### config.mk
export PLATFORM = sky130hd
export DESIGN_NAME = rac_meters
export DESIGN_NICKNAME = d
export VERILOG_FILES = /design/src/hw/rac_pkg.sv /design/src/hw/rac_meters.sv
export SDC_FILE = /design/constraint.sdc
export NUM_CORES = 1
export LEC_CHECK = 0
export BUFFER_PORTS_ARGS = -buffer_cell sky130_fd_sc_hd__buf_2
export CAP_MARGIN = 20
export CORE_MARGIN = 4
export CORE_UTILIZATION = 65
export DETAILED_ROUTE_END_ITERATION = 10
export PLACE_DENSITY = 0.87
export SETUP_SLACK_MARGIN = 0.05
export SYNTH_ARGS = -nofsm -noshare
export SYNTH_HDL_FRONTEND = slang
export SYNTH_SLANG_ARGS = --single-unit
### constraint.sdc
create_clock -name pclk -period 6.7 [get_ports pclk]
set_input_delay 0 -clock pclk [delete_from_list [all_inputs] [get_ports pclk]]
set_output_delay 0 -clock pclk [all_outputs]
set_load 0.005 [all_outputs]
### src/hw/rac_pkg.sv
// constants shared by the receiver adaptation control and meter bank
package rac_pkg;

  // ==========================================================================
  // register indices (byte address is four times the index)
  localparam int unsigned    ADDR_W        = 10;
  localparam logic [7:0]     IDX_EQ_MODE   = 8'h3D;
  localparam logic [7:0]     IDX_PRED_MODE = 8'h3E;
  localparam logic [7:0]     IDX_PHASE_LO  = 8'h40;
  localparam logic [7:0]     IDX_PHASE_HI  = 8'h41;
  localparam logic [7:0]     IDX_CLIP      = 8'h42;
  localparam logic [7:0]     IDX_DC_LO     = 8'h44;
  localparam logic [7:0]     IDX_DC_HI     = 8'h45;
  localparam logic [7:0]     IDX_RXMAG_LO  = 8'h46;
  localparam logic [7:0]     IDX_RXMAG_HI  = 8'h47;
  localparam logic [7:0]     IDX_REMOTE_LO = 8'h48;
  localparam logic [7:0]     IDX_REMOTE_HI = 8'h49;
  localparam logic [7:0]     IDX_HIERR_LO  = 8'h4A;
  localparam logic [7:0]     IDX_HIERR_HI  = 8'h4B;

  // ==========================================================================
  // two-byte meter pairs, in slot order
  localparam int unsigned    NUM_PAIRS     = 5;
  localparam int unsigned    PAIR_PHASE    = 0;
  localparam int unsigned    PAIR_DC       = 1;
  localparam int unsigned    PAIR_RXMAG    = 2;
  localparam int unsigned    PAIR_REMOTE   = 3;
  localparam int unsigned    PAIR_HIERR    = 4;
  localparam logic [7:0]     PAIR_LO_IDX [NUM_PAIRS] =
    '{IDX_PHASE_LO, IDX_DC_LO, IDX_RXMAG_LO, IDX_REMOTE_LO, IDX_HIERR_LO};
  localparam logic [7:0]     PAIR_HI_IDX [NUM_PAIRS] =
    '{IDX_PHASE_HI, IDX_DC_HI, IDX_RXMAG_HI, IDX_REMOTE_HI, IDX_HIERR_HI};

  // ==========================================================================
  // mode register fields
  localparam int unsigned    MODE_W        = 4;
  localparam logic [3:0]     MODE_RESET    = 4'h0;
  localparam int unsigned    BIT_GAIN      = 0;
  localparam int unsigned    BIT_ADAPT     = 1;
  localparam int unsigned    BIT_ZERO_COEF = 2;
  localparam int unsigned    BIT_OLDEST    = 3;
  localparam int unsigned    BIT_ZERO_OUT  = 3;
  localparam logic [1:0]     GAIN_BASE_SHIFT  = 2'h0;
  localparam logic [1:0]     GAIN_BOOST_SHIFT = 2'h2;

  // ==========================================================================
  // accumulator geometry
  localparam int unsigned    PHASE_ACC_W   = 26;
  localparam int unsigned    PHASE_LSB     = 10;
  localparam int unsigned    WIDE_ACC_W    = 32;
  localparam int unsigned    WIDE_LSB      = 16;
  localparam int unsigned    HIERR_ACC_W   = 16;
  localparam int unsigned    METER_W       = 16;
  localparam int unsigned    CLIP_W        = 8;
  localparam logic [7:0]     CLIP_MAX      = 8'hFF;

endpackage : rac_pkg

### src/hw/rac_meters.sv
// receiver adaptation control and performance meter register bank
// What this block does
// - with adaptation on, the oldest-tap bit limits equalizer updates to the oldest tap.
// - a clear bit zeroes a filter's taps continuously, but only while adaptation is on.
// - the adapt bit enables updates; clearing it freezes taps at their present values.
// - the boost bit makes that filter's adaptation gain four times the base gain.
// - the bypass bit forces predictor correction to zero while adaptation carries on.
// - the phase meter sums detector output in 26 bits and shows bits 25 down to 10.
// - at each interval end every meter register is loaded from its accumulator.
// - the clip counter counts ADC overflows per interval and saturates at 255.
// - the dc meter sums samples in 32 bits signed and shows bits 31 down to 16.
// - the signal meter sums sample magnitudes in 32 bits and shows the upper half.
// - the far-end meter sums echo-free magnitudes in 32 bits and shows the upper half.
// - the high-error meter counts symbols whose error magnitude exceeds the threshold.
module rac_meters #(
  parameter int unsigned SAMP_W = 16,
  parameter int unsigned PD_W   = 16,
  parameter int unsigned CORR_W = 16
) (
  input  wire logic                      pclk,
  input  wire logic                      presetn,
  input  wire logic                      pclken,
  input  wire logic                      psel,
  input  wire logic                      penable,
  input  wire logic                      pwrite,
  input  wire logic [rac_pkg::ADDR_W-1:0] paddr,
  input  wire logic [31:0]               pwdata,
  output logic      [31:0]               prdata,
  output logic                           pready,
  output logic                           pslverr,
  input  wire logic                      sym_valid,
  input  wire logic                      meter_end,
  input  wire logic signed [PD_W-1:0]    phase_err,
  input  wire logic                      adc_clip,
  input  wire logic signed [SAMP_W-1:0]  rx_sample,
  input  wire logic signed [SAMP_W-1:0]  remote_sample,
  input  wire logic signed [SAMP_W-1:0]  slicer_err,
  input  wire logic [SAMP_W-1:0]         err_threshold,
  input  wire logic signed [CORR_W-1:0]  pred_corr_in,
  output logic signed [CORR_W-1:0]       pred_corr_out,
  output logic                           eq_adapt_en,
  output logic                           eq_oldest_only,
  output logic                           eq_clear_coef,
  output logic      [1:0]                eq_gain_shift,
  output logic                           pred_adapt_en,
  output logic                           pred_clear_coef,
  output logic      [1:0]                pred_gain_shift,
  output logic                           pred_bypass
);
  import rac_pkg::*;

  // ==========================================================================
  // magnitude helper
  function automatic logic [SAMP_W:0] mag(input logic signed [SAMP_W-1:0] s);
    logic [SAMP_W:0] ext;
    ext = {s[SAMP_W-1], s};
    mag = ext[SAMP_W] ? (~ext + 1'b1) : ext;
  endfunction : mag

  logic [MODE_W-1:0]      eq_mode;
  logic [MODE_W-1:0]      pred_mode;
  logic [PHASE_ACC_W-1:0] phase_acc;
  logic [WIDE_ACC_W-1:0]  dc_acc;
  logic [WIDE_ACC_W-1:0]  rxmag_acc;
  logic [WIDE_ACC_W-1:0]  remote_acc;
  logic [HIERR_ACC_W-1:0] hierr_acc;
  logic [CLIP_W-1:0]      clip_acc;
  logic [CLIP_W-1:0]      clip_meter;
  logic [METER_W-1:0]     meter_q [NUM_PAIRS];
  logic [7:0]             hi_shadow [NUM_PAIRS];
  logic [SAMP_W:0]        rx_mag;
  logic [SAMP_W:0]        remote_mag;
  logic [SAMP_W:0]        err_mag;
  logic                   err_high;

  assign rx_mag     = mag(rx_sample);
  assign remote_mag = mag(remote_sample);
  assign err_mag    = mag(slicer_err);
  assign err_high   = err_mag > {1'b0, err_threshold};

  // ==========================================================================
  // apb decode
  logic [7:0]  idx;
  logic        aligned;
  logic        setup;
  logic        done;
  logic        wr_eq;
  logic        wr_pred;
  logic        rd_hit;
  logic [31:0] rd_val;

  assign idx     = paddr[9:2];
  assign aligned = (paddr[1:0] == 2'h0);
  assign setup   = psel & ~penable;
  assign done    = psel & penable & pready;
  assign wr_eq   = done & pwrite & aligned & (idx == IDX_EQ_MODE);
  assign wr_pred = done & pwrite & aligned & (idx == IDX_PRED_MODE);

  always_comb begin
    rd_hit = 1'b1;
    rd_val = 32'h0;
    if (idx == IDX_EQ_MODE) begin
      rd_val = {28'h0, eq_mode};
    end else if (idx == IDX_PRED_MODE) begin
      rd_val = {28'h0, pred_mode};
    end else if (idx == IDX_CLIP) begin
      rd_val = {24'h0, clip_meter};
    end else begin
      rd_hit = 1'b0;
      for (int k = 0; k < NUM_PAIRS; k++) begin
        if (idx == PAIR_LO_IDX[k]) begin
          rd_hit = 1'b1;
          rd_val = {24'h0, meter_q[k][7:0]};
        end
        // high byte comes from the capture
        if (idx == PAIR_HI_IDX[k]) begin
          rd_hit = 1'b1;
          rd_val = {24'h0, hi_shadow[k]};
        end
      end
    end
    if (!aligned) begin
      rd_hit = 1'b0;
      rd_val = 32'h0;
    end
  end

  // no wait state: answer in the first access cycle
  always_ff @(posedge pclk or negedge presetn) begin
    if (!presetn) begin
      pready  <= 1'b0;
      prdata  <= 32'h0;
      pslverr <= 1'b0;
    end else if (pclken) begin
      pready <= setup;
      if (setup) begin
        prdata  <= pwrite ? 32'h0 : rd_val;
        pslverr <= ~rd_hit | (pwrite & (idx != IDX_EQ_MODE) & (idx != IDX_PRED_MODE));
      end
    end
  end

  // ==========================================================================
  // mode registers
  always_ff @(posedge pclk or negedge presetn) begin
    if (!presetn) begin
      eq_mode   <= MODE_RESET;
      pred_mode <= MODE_RESET;
    end else if (pclken) begin
      if (wr_eq) begin
        eq_mode <= pwdata[MODE_W-1:0];
      end
      if (wr_pred) begin
        pred_mode <= pwdata[MODE_W-1:0];
      end
    end
  end

  // ==========================================================================
  // filter control outputs
  always_ff @(posedge pclk or negedge presetn) begin
    if (!presetn) begin
      eq_adapt_en     <= 1'b0;
      eq_oldest_only  <= 1'b0;
      eq_clear_coef   <= 1'b0;
      eq_gain_shift   <= GAIN_BASE_SHIFT;
      pred_adapt_en   <= 1'b0;
      pred_clear_coef <= 1'b0;
      pred_gain_shift <= GAIN_BASE_SHIFT;
      pred_bypass     <= 1'b0;
    end else if (pclken) begin
      eq_adapt_en     <= eq_mode[BIT_ADAPT];
      pred_adapt_en   <= pred_mode[BIT_ADAPT];
      eq_oldest_only  <= eq_mode[BIT_ADAPT] & eq_mode[BIT_OLDEST];
      eq_clear_coef   <= eq_mode[BIT_ADAPT] & eq_mode[BIT_ZERO_COEF];
      pred_clear_coef <= pred_mode[BIT_ADAPT] & pred_mode[BIT_ZERO_COEF];
      // boost is a shift of two
      eq_gain_shift   <= eq_mode[BIT_GAIN] ? GAIN_BOOST_SHIFT : GAIN_BASE_SHIFT;
      pred_gain_shift <= pred_mode[BIT_GAIN] ? GAIN_BOOST_SHIFT : GAIN_BASE_SHIFT;
      pred_bypass     <= pred_mode[BIT_ZERO_OUT];
    end
  end

  always_ff @(posedge pclk or negedge presetn) begin
    if (!presetn) begin
      pred_corr_out <= '0;
    end else if (pclken) begin
      pred_corr_out <= pred_mode[BIT_ZERO_OUT] ? '0 : pred_corr_in;
    end
  end

  // ==========================================================================
  // accumulators
  // phase sum, restarts at interval end
  always_ff @(posedge pclk or negedge presetn) begin
    if (!presetn) begin
      phase_acc <= '0;
    end else if (pclken) begin
      if (meter_end) begin
        phase_acc <= sym_valid ? PHASE_ACC_W'(phase_err) : '0;
      end else if (sym_valid) begin
        phase_acc <= phase_acc + PHASE_ACC_W'(phase_err);
      end
    end
  end

  always_ff @(posedge pclk or negedge presetn) begin
    if (!presetn) begin
      dc_acc     <= '0;
      rxmag_acc  <= '0;
      remote_acc <= '0;
    end else if (pclken) begin
      if (meter_end) begin
        dc_acc     <= sym_valid ? WIDE_ACC_W'(rx_sample) : '0;
        rxmag_acc  <= sym_valid ? WIDE_ACC_W'(rx_mag) : '0;
        remote_acc <= sym_valid ? WIDE_ACC_W'(remote_mag) : '0;
      end else if (sym_valid) begin
        dc_acc     <= dc_acc + WIDE_ACC_W'(rx_sample);
        rxmag_acc  <= rxmag_acc + WIDE_ACC_W'(rx_mag);
        remote_acc <= remote_acc + WIDE_ACC_W'(remote_mag);
      end
    end
  end

  always_ff @(posedge pclk or negedge presetn) begin
    if (!presetn) begin
      hierr_acc <= '0;
    end else if (pclken) begin
      if (meter_end) begin
        hierr_acc <= HIERR_ACC_W'(sym_valid & err_high);
      end else if (sym_valid & err_high) begin
        hierr_acc <= hierr_acc + HIERR_ACC_W'(1);
      end
    end
  end

  always_ff @(posedge pclk or negedge presetn) begin
    if (!presetn) begin
      clip_acc <= '0;
    end else if (pclken) begin
      if (meter_end) begin
        clip_acc <= CLIP_W'(adc_clip);
      end else if (adc_clip && clip_acc != CLIP_MAX) begin
        clip_acc <= clip_acc + CLIP_W'(1);
      end
    end
  end

  // ==========================================================================
  // meter registers
  // load all meters at interval end
  always_ff @(posedge pclk or negedge presetn) begin
    if (!presetn) begin
      clip_meter <= '0;
      for (int k = 0; k < NUM_PAIRS; k++) begin
        meter_q[k] <= '0;
      end
    end else if (pclken && meter_end) begin
      clip_meter           <= clip_acc;
      meter_q[PAIR_PHASE]  <= phase_acc[PHASE_ACC_W-1:PHASE_LSB];
      meter_q[PAIR_DC]     <= dc_acc[WIDE_ACC_W-1:WIDE_LSB];
      meter_q[PAIR_RXMAG]  <= rxmag_acc[WIDE_ACC_W-1:WIDE_LSB];
      meter_q[PAIR_REMOTE] <= remote_acc[WIDE_ACC_W-1:WIDE_LSB];
      meter_q[PAIR_HIERR]  <= hierr_acc;
    end
  end

  // ==========================================================================
  // high byte capture per pair
  for (genvar g = 0; g < NUM_PAIRS; g++) begin : g_shadow
    always_ff @(posedge pclk or negedge presetn) begin
      if (!presetn) begin
        hi_shadow[g] <= 8'h00;
      end else if (pclken && setup && !pwrite && aligned && idx == PAIR_LO_IDX[g]) begin
        hi_shadow[g] <= meter_q[g][15:8];
      end
    end
  end
endmodule : rac_meters

==> results of run 1 <==
## report_power, final
part           internal (mW)  switching (mW)
clock network           1.29           0.825
logic                  0.737            1.02
registers               2.11           0.150
total                   4.13            2.00
## routing by layer
metal	up-vias	part of all wire (%)	track usage, %
li1	8251	-	-
met1	8612	40	39.0
met2	867	49	53.3
met3	176	7.6	4.97
met4	0	3.3	10.8
met5	-	0	0.148
## area by class of cell
cell class / instances / area [um2] / area share [%]
timing repair buffer: 238 / 1650 / 7.31
inverter: 67 / 251 / 1.12
sequential: 316 / 7910 / 35.1
clock inverter: 18 / 284 / 1.26
tap: 390 / 488 / 2.16
clock buffer: 46 / 988 / 4.38
multi-input combinational: 1760 / 11000 / 48.7
## metrics by stage
stage	power, mW	instance area (um2)
2_1_floorplan	3.52	19700
3_3_place_gp	3.84	20500
3_5_place_dp	3.93	20500
4_1_cts	6.09	22500
5_1_grt	6.45	22600
6_report	6.13	22600
## sequential cells by signal (all words and copies together) (netlist names), 16 cells and up
name / count
meter_q: 80
hi_shadow: 40
dc_acc: 32
remote_acc: 32
rxmag_acc: 32
phase_acc: 26
hierr_acc: 16
pred_corr_out: 16
## cells by family (layout without fill, tap and decap cells)
| group | Yosys count | in the layout | share of synthesized area, % |
|---|---|---|---|
| other cells | 1 | 28 | 0.0191 |
| compound gates | 589 | 589 | 18.8 |
| simple gates | 820 | 820 | 19.1 |
| mux | 67 | 67 | 3.77 |
| xor+xnor | 141 | 141 | 6.30 |
| buf+inv | 186 | 369 | 4.17 |
| fa+ha+maj | 115 | 115 | 7.50 |
| flops | 316 | 316 | 40.4 |
## repair_timing
action,CTS,global route
hold buffers,71,0
setup buffers,0,0
endpoints found under the hold margin,154,0
## worst reg2reg max path: stages, from the launching register on
cell	delay, ps
dfrtp_1	380
ha_1	210
fa_1	410
a21o_1	190
a21o_1	210
a2111oi_0	630
nor4b_1	190
o2111ai_1	360
nand3_1	300
nand2_1	240
or3_1	130
a21oi_1	60
## cell usage after synthesis, types with 23 or more instances
| cell type | number | area (um2) |
|---|---|---|
| nand3_1 | 38 | 190 |
| buf_4 | 26 | 195 |
| ha_1 | 111 | 1390 |
| clkbuf_1 | 72 | 270 |
| dfrtp_1 | 316 | 7910 |
| a21oi_1 | 146 | 731 |
| nor2_1 | 133 | 499 |
| nand4_1 | 28 | 175 |
| nor3_1 | 35 | 175 |
| and3_1 | 24 | 150 |
| mux2_2 | 54 | 608 |
| a211oi_1 | 23 | 173 |
| nand2_1 | 429 | 1610 |
| a21o_1 | 43 | 323 |
| xnor2_1 | 85 | 744 |
| o21ai_0 | 187 | 936 |
| inv_1 | 67 | 251 |
| xor2_1 | 56 | 490 |
## cell usage in the layout (no fill, tap or decap), types with 9 or more instances in the layout
cell           count
and3_1            24
nand3_1           38
a31oi_1           17
o22ai_1           12
mux2_2            54
dlygate4sd3_1     71
o41ai_1            9
xor2_1            56
clkbuf_16         36
inv_1             67
conb_1            28
buf_2            150
nand2_1          428
nand4_1           28
o211ai_1          12
nor3_1            35
o31ai_1           16
ha_1             111
buf_4             13
dfrtp_1          316
a21oi_1          146
o21ai_0          187
a22o_1            12
nand3b_1          22
mux2i_1           13
a22oi_1           16
and2_1            10
a21o_1            43
o21ai_1           11
xnor2_1           85
nand2b_1          22
nor2_1           133
or3_1             18
or4_1             13
o21a_1            18
a211oi_1          23
nor2b_1           13
## final timing paths
path | slack [ps] | to | start
max in group asynchronous | 5390 | rxmag_acc[1] | presetn
worst min register to register | 480 | meter_q[4] | meter_q[4]
min in group asynchronous | 40 | pred_corr_out[10] | presetn
worst max-delay path | 2880 | remote_acc[31] | remote_sample[6]
worst min-delay path | 10 | remote_acc[2] | remote_sample[2]
worst max register to register | 3220 | remote_acc[24] | remote_acc[0]
==> summary.md, run 1 <==
| Metric | Value |
|---|---|
| Status | `completed` |
| CTS Buf Count | `36` |
| Synthesized netlist cell count | `2,235` |
| Core area | `29,700 um2` |
| Vias in the first global route | `17,937` |
| Worst skew pair latency | `530 ps` |
| Hold WC Path Type | `in -> reg` |
| Power Density | `272 nW/um2` |
| CP Class | `in -> reg` |
| Final setup viols | `0` |
| Wire per inst | `18.5 um` |
| Required @ worst endpoint | `7070 ps` |
| RSZ-0062 raised after global routing | `no` |
| Endpoints failing hold | `0` |
| CP max-delay cell | `dlygate4sd3_1` |
| Seq/Total Area, Yosys | `40.4%` |
| Die area | `33,000 um2` |
| Worst path cell trace | `dlygate4sd3_1 -> buf_2 -> nor4_1 -> nand2b_1 -> o21ai_0 -> xnor2_1 -> ha_1 -> a21o_1 -> a2111oi_0 -> o31ai_1 -> a2111oi_1 -> o41a_1 -> nor3_1 -> xnor2_1 -> nor2_1` |
| Share of cells above drive strength 1 | `12.5%` |
| Flops & latches, synth | `316` |
| Ports | `207` |
| Final Non-Filler Cells | `2,835` |
| Top_reg_cell synth | `dfrtp_1` |
| TNS Setup | `0 ps` |
| Drt pass-1 iters | `6` |
| Worst setup EP type | `flop` |
| F_max | `262 MHz` |
| Cell area after synthesis | `19,600 um2` |
| Post-route worst setup slack | `2880 ps` |
| Die width | `182 um` |
| Worst Setup Start Kind | `primary input` |
| First-pass GRT wire length | `86,100 um` |
| CP Buf/Inv Count | `2` |
| Setup WS pre-CTS | `2750 ps` |
| Clk buf depth | `3` |
| Worst IR Drop VDD | `267 uV` |
| Routability congestion estimate | `0.909` |
| Clk slew on worst S/H paths | `60 ps` |
| Async SR Flop Fraction | `100%` |
| Most common cell on crit path | `xnor2_1` |
| Average size of a mapped cell | `8.76 um2` |
| Initial cell density of the core | `65.9%` |
| Warnings from Yosys | `0` |
| EDFF count, synth | `0` |
| Final Util | `75.9%` |
| Fin crit period | `3820 ps` |
| Final Max Slew Viols | `0` |
| Largest net degree at the start of global routing | `154` |
| Relative slew margins | `33.2%` |
| DR iter-0 viols | `1,636` |
| Distinct cell type count after synthesis | `82` |
| CTS tree | `yes` |
| WL final | `52,400 um` |
| Filler Cell Count | `1,902` |
| Antenna Nets Post-Route | `0` |
| LEAKAGE | `10.8 nW` |
| # diodes | `0` |
| Worst stage delay on the critical path | `560 ps` |
| Post-cts resize count | `0` |
| CP Max Fanout | `11` |
| Initial antenna violation count | `0` |
| Die H | `182 um` |
| Total number of vias | `17,906` |
| Worst clock skew | `11.5 ps` |
| Slew @ Worst Pin | `1000 ps` |
| Clock sink total | `316` |
| Vias/cell | `6.32` |
| Placed Instances | `2,697` |
| CP top delay family | `compound AO/OA/AOI/OAI gates` |
| Cell count of the worst reg-to-reg path | `11` |
| Hold path depth | `4` |
| Grt ovf | `0` |
| CTS Root Cell | `clkbuf_16` |
| Max_cap viols | `0` |
| Drt drc | `0` |
| HPWL Detailed | `33,800 um` |
| Area growth, synth to finish | `15.1%` |
| Rows | `63` |
| H-tree depth | `2` |
| All-Layer GR Usage | `30.7%` |
| Final hold slack | `13.8 ps` |
| WP data arrival | `4190 ps` |
| Crit share post-route | `57.0%` |
| Levels on crit path | `15` |
| Port bufs | `152` |
| NumNets Final | `2,681` |
Note: power is estimated with default switching activity, not from simulation.
==> run 2: changes to the inputs <==
- CORE_UTILIZATION: 65 -> 54
- PLACE_DENSITY: 0.87 -> 0.77
- clock period: 6.7 -> 3.4 ns (I/O delays scaled with it)
==> run 2 against run 1 <==
Effect of this change: combinational power up 100%; core utilization down 12 points; largest cell class unchanged; routed wire length down 1.5%; critical endpoint is now rxmag_acc[24]; hold slack worse by 5.8 ps; global-route usage down 4.9 points; critical path type unchanged; total power up 95%.
==> summary.md, run 2 (same netlist as run 1, synthesis figures left out) <==
| Metric | Value |
|---|---|
| Cell count of the worst reg-to-reg path | `12` |
| All-Layer GR Usage | `25.8%` |
| Hold WC Path Type | `in -> reg` |
| RSZ-0062 raised after global routing | `yes` |
| Drt pass-1 iters | `7` |
| Die area | `39,400 um2` |
| DR iter-0 viols | `1,212` |
| Global-route track usage on met1 | `34.8%` |
| WP data arrival | `3680 ps` |
| Rows | `69` |
| Clock sink total | `316` |
| CP Max Fanout | `7` |
| R2r setup slk | `270 ps` |
| Most frequent cells in the layout | `nand2_1 (428), dfrtp_1 (316), o21ai_0 (185)` |
| Worst skew pair latency | `530 ps` |
| Worst setup EP type | `flop` |
| LEAKAGE | `11.0 nW` |
| Fin area | `22,900 um2` |
| Filler Cell Count | `2,793` |
| Post-place instance area | `20,800 um2` |
| Area growth, synth to finish | `16.8%` |
| Worst hold path endpoint | `remote_acc[2]` |
| Met3 usage | `3.93%` |
| M2 GR Usage | `42.9%` |
| Most common cell after layout, fill and taps aside | `nand2_1` |
| Max_cap viols | `0` |
| F_max | `310 MHz` |
| Clk slew on worst S/H paths | `60 ps` |
| Register Area | `7910 um2` |
| Routability congestion estimate | `0.933` |
| TNS Setup | `0 ps` |
| First-pass GRT wire length | `85,100 um` |
| R2r endpoint | `phase_acc[24]` |
| Drt drc | `0` |
| Initial antenna violation count | `2` |
| CTS Buf Count | `36` |
| CTS tree | `yes` |
| Status | `completed` |
| Relative slew margins | `36.4%` |
| Largest regs | `meter_q: 80 flops, hi_shadow: 40 flops` |
| Worst IR Drop VDD | `445 uV` |
| Clk buf depth | `3` |
| Top Usage Layer GRT | `met2` |
| Wire per inst | `17.6 um` |
| WL final | `51,600 um` |
| Ports | `207` |
| Required @ worst endpoint | `3860 ps` |
| Share of cells above drive strength 1 | `13.8%` |
| Power Density | `524 nW/um2` |
| Worst r2r src | `phase_acc[0]` |
| Top reg by flops | `meter_q` |
| Crit share post-route | `94.9%` |
| Slew @ Worst Pin | `950 ps` |
| Antenna Nets Post-Route | `0` |
| Worst Setup Start Kind | `primary input` |
| CP Class | `in -> reg` |
| Port bufs | `152` |
| Fin crit period | `3230 ps` |
| Multi-input logic area | `11,100 um2` |
| Total number of vias | `17,344` |
| H-tree depth | `2` |
| Vias in the first global route | `17,282` |
| Initial cell density of the core | `54.9%` |
| Core area | `35,700 um2` |
| Final Max Slew Viols | `0` |
| Vias/cell | `5.92` |
| CTS Root Cell | `clkbuf_16` |
| Grt ovf | `0` |
| HP Start | `remote_sample[2]` |
| Final setup viols | `0` |
| Largest net degree at the start of global routing | `109` |
| HPWL Detailed | `34,800 um` |
| Die H | `198 um` |
| Number of flip-flops under the largest register name | `80` |
| Hold path depth | `4` |
| NumNets Final | `2,705` |
| Die width | `198 um` |
| Final Util | `64.2%` |
| Endpoints failing hold | `0` |
| Worst clock skew | `12.9 ps` |
## run 2: cell types whose count changed in the layout (fill, tap and decap cells not counted), sizes merged
| cell | change |
|---|---|
| bufinv | -1 |
| buf | +22 |
| inv | -1 |
| diode | +1 |
| clkinv | +4 |
| clkbuf | -3 |
| dlygate4sd3 | +2 |
## run 2: how the worst max path moves through the flow
stage | slack (ps) | to | cells after the start | from
floorplan | 450 | remote_acc[31] | 15 | remote_sample[6]
global placement | -80 | remote_acc[20] | 16 | remote_sample[0]
detailed placement | -120 | remote_acc[20] | 16 | remote_sample[0]
CTS | 60 | rxmag_acc[24] | 16 | rx_sample[0]
global route | -60 | rxmag_acc[24] | 15 | rx_sample[0]
finish | 170 | rxmag_acc[24] | 15 | rx_sample[0]
## run 2: report_power, final
part | internal [mW] | leakage [nW] | switching [mW] | total (mW)
logic | 1.51 | 6.16 | 2.02 | 3.53
registers | 4.16 | 4.22 | 0.292 | 4.45
clock network | 2.40 | 0.588 | 1.60 | 4.01
## run 2: per-layer routing
layer / vias to the layer above / share of wire [%]
li1: 8296 / -
met1: 8348 / 43
met2: 579 / 48
met3: 119 / 6.2
met4: 2 / 2.9
met5: - / 0.014
## run 2: critical path, stage by stage
cell and delay (ps):
dlygate4sd3_1 540, buf_2 160, nor3_2 130, nand2_1 90, or3_1 330, or4_1 470
o41ai_2 290, xnor2_1 170, ha_1 390, and3_1 170, nand3_1 170, nand3_4 170
nand2_1 70, or3_1 370, a21oi_1 160
## run 2: stage by stage
stage / cells / power (mW) / setup slack, ps / hold WS, ps
2_1_floorplan: 2262 / 6.94 / 446 / -296
3_3_place_gp: 2791 / 7.65 / -82.2 / 59.7
3_5_place_dp: 2791 / 7.79 / -117 / 61.0
4_1_cts: 2927 / 11.9 / 58.3 / 5.12
5_1_grt: 2930 / 12.7 / -57.3 / 55.0
6_report: 2930 / 12.0 / 174 / 8.00
## run 2: timing repair
action,in CTS,in global routing
pin swaps,0,4
resized for setup,1,19
buffers inserted,0,1
setup endpoints to repair,1,38
endpoints found under the hold margin,158,0
cloned,0,0
hold buffers,73,0
## run 2: area by class of cell
class / instances / area share [%]
well taps: 461 / 2.52
flip-flops and latches: 316 / 34.6
clock buffers: 43 / 4.18
diodes: 1 / 0.0109
clock inverters: 20 / 1.13
multi-input cells: 1760 / 48.4
repair buffers: 262 / 8.09
inverters: 67 / 1.10
==> run 3: changes to the inputs <==
- RECOVER_POWER: unset -> 25
- REMOVE_ABC_BUFFERS: unset -> 1
==> run 3 against run 2 <==
Effect of this change: the run now ends with max-capacitance violations, max-slew violations left; design area about the same; global-route usage decreased by 0.77 points; register-to-register slack hardly changed; final cell count is 0.51% higher; clock skew shrank 2.9 ps; flip-flop and latch count unchanged; sequential power barely moved; clock power hardly changed; total power barely moved; highest routed layer is now met4.
==> summary.md, run 3 (same netlist as run 1, synthesis figures left out) <==
| Metric | Value |
|---|---|
| Most common cell after layout, fill and taps aside | `nand2_1` |
| Final Util | `64.2%` |
| Number of flip-flops under the largest register name | `80` |
| Vias in the first global route | `17,164` |
| Rows | `69` |
| Fin area | `22,900 um2` |
| Core area | `35,700 um2` |
| Largest regs | `meter_q: 80 flops, hi_shadow: 40 flops` |
| LEAKAGE | `10.9 nW` |
| Metal-1 WL | `22,000 um` |
| R2r endpoint | `phase_acc[24]` |
| Relative slew margins | `-32.1%` |
| Failing checks | `max-capacitance violations, max-slew violations` |
| Top sig layer | `met4` |
| Routability congestion estimate | `0.922` |
| Top reg by flops | `meter_q` |
| Worst path cell trace | `dlygate4sd3_1 -> buf_2 -> nor2_1 -> nand2_1 -> or3_1 -> or4_4 -> o41ai_2 -> xnor2_1 -> ha_1 -> and3_1 -> a21oi_2 -> nand3b_1 -> a21oi_1 -> xor2_1 -> o21ai_0` |
| Met3 routed wirelength | `2740 um` |
| H-tree depth | `2` |
| Grt ovf | `0` |
| Sequential power share | `37.1%` |
| Endpoints failing hold | `0` |
| Status | `complete, but fails checks` |
| DR iter-0 viols | `1,256` |
| CP max-delay cell | `dlygate4sd3_1` |
| WL final | `50,300 um` |
| Hold WC Path Type | `in -> reg` |
| Sw Pwr | `3.87 mW` |
| F_max | `316 MHz` |
| Drt drc | `0` |
| Met2 WL | `24,300 um` |
| First-pass GRT wire length | `82,900 um` |
| Post-place instance area | `20,900 um2` |
| Final setup viols | `0` |
| Worst setup startpoint | `rx_sample[3]` |
| Worst Setup Start Kind | `primary input` |
| Worst clock skew | `10.0 ps` |
| # diodes | `0` |
| Clk buf depth | `3` |
| Clk slew on worst S/H paths | `60 ps` |
| Wire per inst | `17.1 um` |
| Port bufs | `152` |
| Worst r2r src | `phase_acc[0]` |
| Slew @ Worst Pin | `1980 ps` |
| Most frequent cells in the layout | `nand2_1 (429), dfrtp_1 (316), o21ai_0 (186)` |
| CP Class | `in -> reg` |
| Power Density | `524 nW/um2` |
| R2r setup slk | `280 ps` |
| Total number of vias | `17,336` |
| HPWL Detailed | `34,800 um` |
| HP Start | `rx_sample[0]` |
| WP data arrival | `3560 ps` |
| Max_cap viols | `1` |
| Cell count of the worst reg-to-reg path | `12` |
| CP Max Fanout | `6` |
| Worst setup EP type | `flop` |
| Drt pass-1 iters | `8` |
| Largest net degree at the start of global routing | `88` |
| Antenna Nets Post-Route | `0` |
| Final Max Slew Viols | `60` |
| Share of cells above drive strength 1 | `13.1%` |
| Internal power | `8.13 mW` |
| CTS tree | `yes` |
| Sw Ratio | `32.2%` |
| Vias/cell | `5.89` |
| Die width | `198 um` |
| Worst IR Drop VDD | `371 uV` |
| Worst skew pair latency | `520 ps` |
| Area growth, synth to finish | `16.9%` |
| Die area | `39,400 um2` |
| Initial antenna violation count | `0` |
| Placed Instances | `2,804` |
| Clock power share | `33.6%` |
| All-Layer GR Usage | `25.0%` |
| Worst stage delay on the critical path | `530 ps` |
| CTS Buf Count | `36` |
| Fin crit period | `3160 ps` |
| Crit share post-route | `93.1%` |
| Clock sink total | `316` |
| Worst setup endpoint | `rxmag_acc[16]` |
| Combinational power share | `29.2%` |
| Initial cell density of the core | `54.9%` |
| CTS Root Cell | `clkbuf_16` |
| Required @ worst endpoint | `3800 ps` |
| Ports | `207` |
| Die H | `198 um` |
| NumNets Final | `2,721` |
| Final Non-Filler Cells | `2,945` |
## run 3: cell count changes in the layout (fill, tap and decap cells not counted), sizes merged
cell / before / now
clkbuf: 43 / 73
dlygate4sd3: 73 / 78
diode: 1 / 0
inv: 68 / 69
clkinv: 10 / 2
bufinv: 5 / 4
clkinvlp: 4 / 3
buf: 189 / 179
## run 3: power by group through the flow
stage / Sequential [mW] / Clock [mW] / Combinational, mW
final: 4.46 / 4.03 / 3.51
after global routing: 4.50 / 4.26 / 3.94
after CTS: 4.45 / 4.10 / 3.44
after detailed placement: 4.51 / 0 / 3.33
after global placement: 4.49 / 0 / 3.19
after floorplan: 4.41 / 0 / 2.46
## run 3: layout make-up
cell class	count	area (um2)
clock buffer	52	1040
clock inverter	11	193
fill	2911	12800
inverter	67	251
multi-input combinational	1760	11100
sequential	316	7910
tap	461	577
timing repair buffer	278	1880
## run 3: worst min-delay path by stage
stage	end	slack (ps)	cells past startpoint
detailed placement	pred_corr_out[12]	-40	1
finish	rxmag_acc[0]	20	4
floorplan	clip_acc[0]	-300	0
global route	pready	60	4
global placement	pred_corr_out[2]	-40	1
CTS	pready	7	4
## run 3: routing by layer
layer / GRT usage (%) / vias up
li1: - / 8328
met1: 33.5 / 8412
met2: 42.6 / 498
met3: 3.44 / 98
met4: 7.52 / 0
met5: 0 / -
## run 3: metrics by stage
step,TNS (ps),worst slack (ps),hold WS (ps),power (mW)
after CTS,0,65.9,7.13,12.0
after detailed placement,-898,-103,-42.6,7.84
after global placement,-75.0,-17.2,-42.0,7.68
after floorplan,-24360,-1280,-296,6.87
after global routing,-16.6,-16.6,56.9,12.7
final,0,235,19.2,12.0
## run 3: repair_timing
action | CTS | global route
setup buffers | 0 | 0
endpoints found under the setup margin | 0 | 31
resized for setup | 0 | 17
endpoints found under the hold margin | 369 | 0
hold buffers | 78 | 0
## run 3: worst max-delay path: cells and delay by family
family,cells,cell delay [ps]
xor gates and xnor gates,2,410
AOI/OAI and AO/OA,4,740
adders and majority gates,1,350
and+or+nand+nor,6,1360
buffers and inverters,2,690
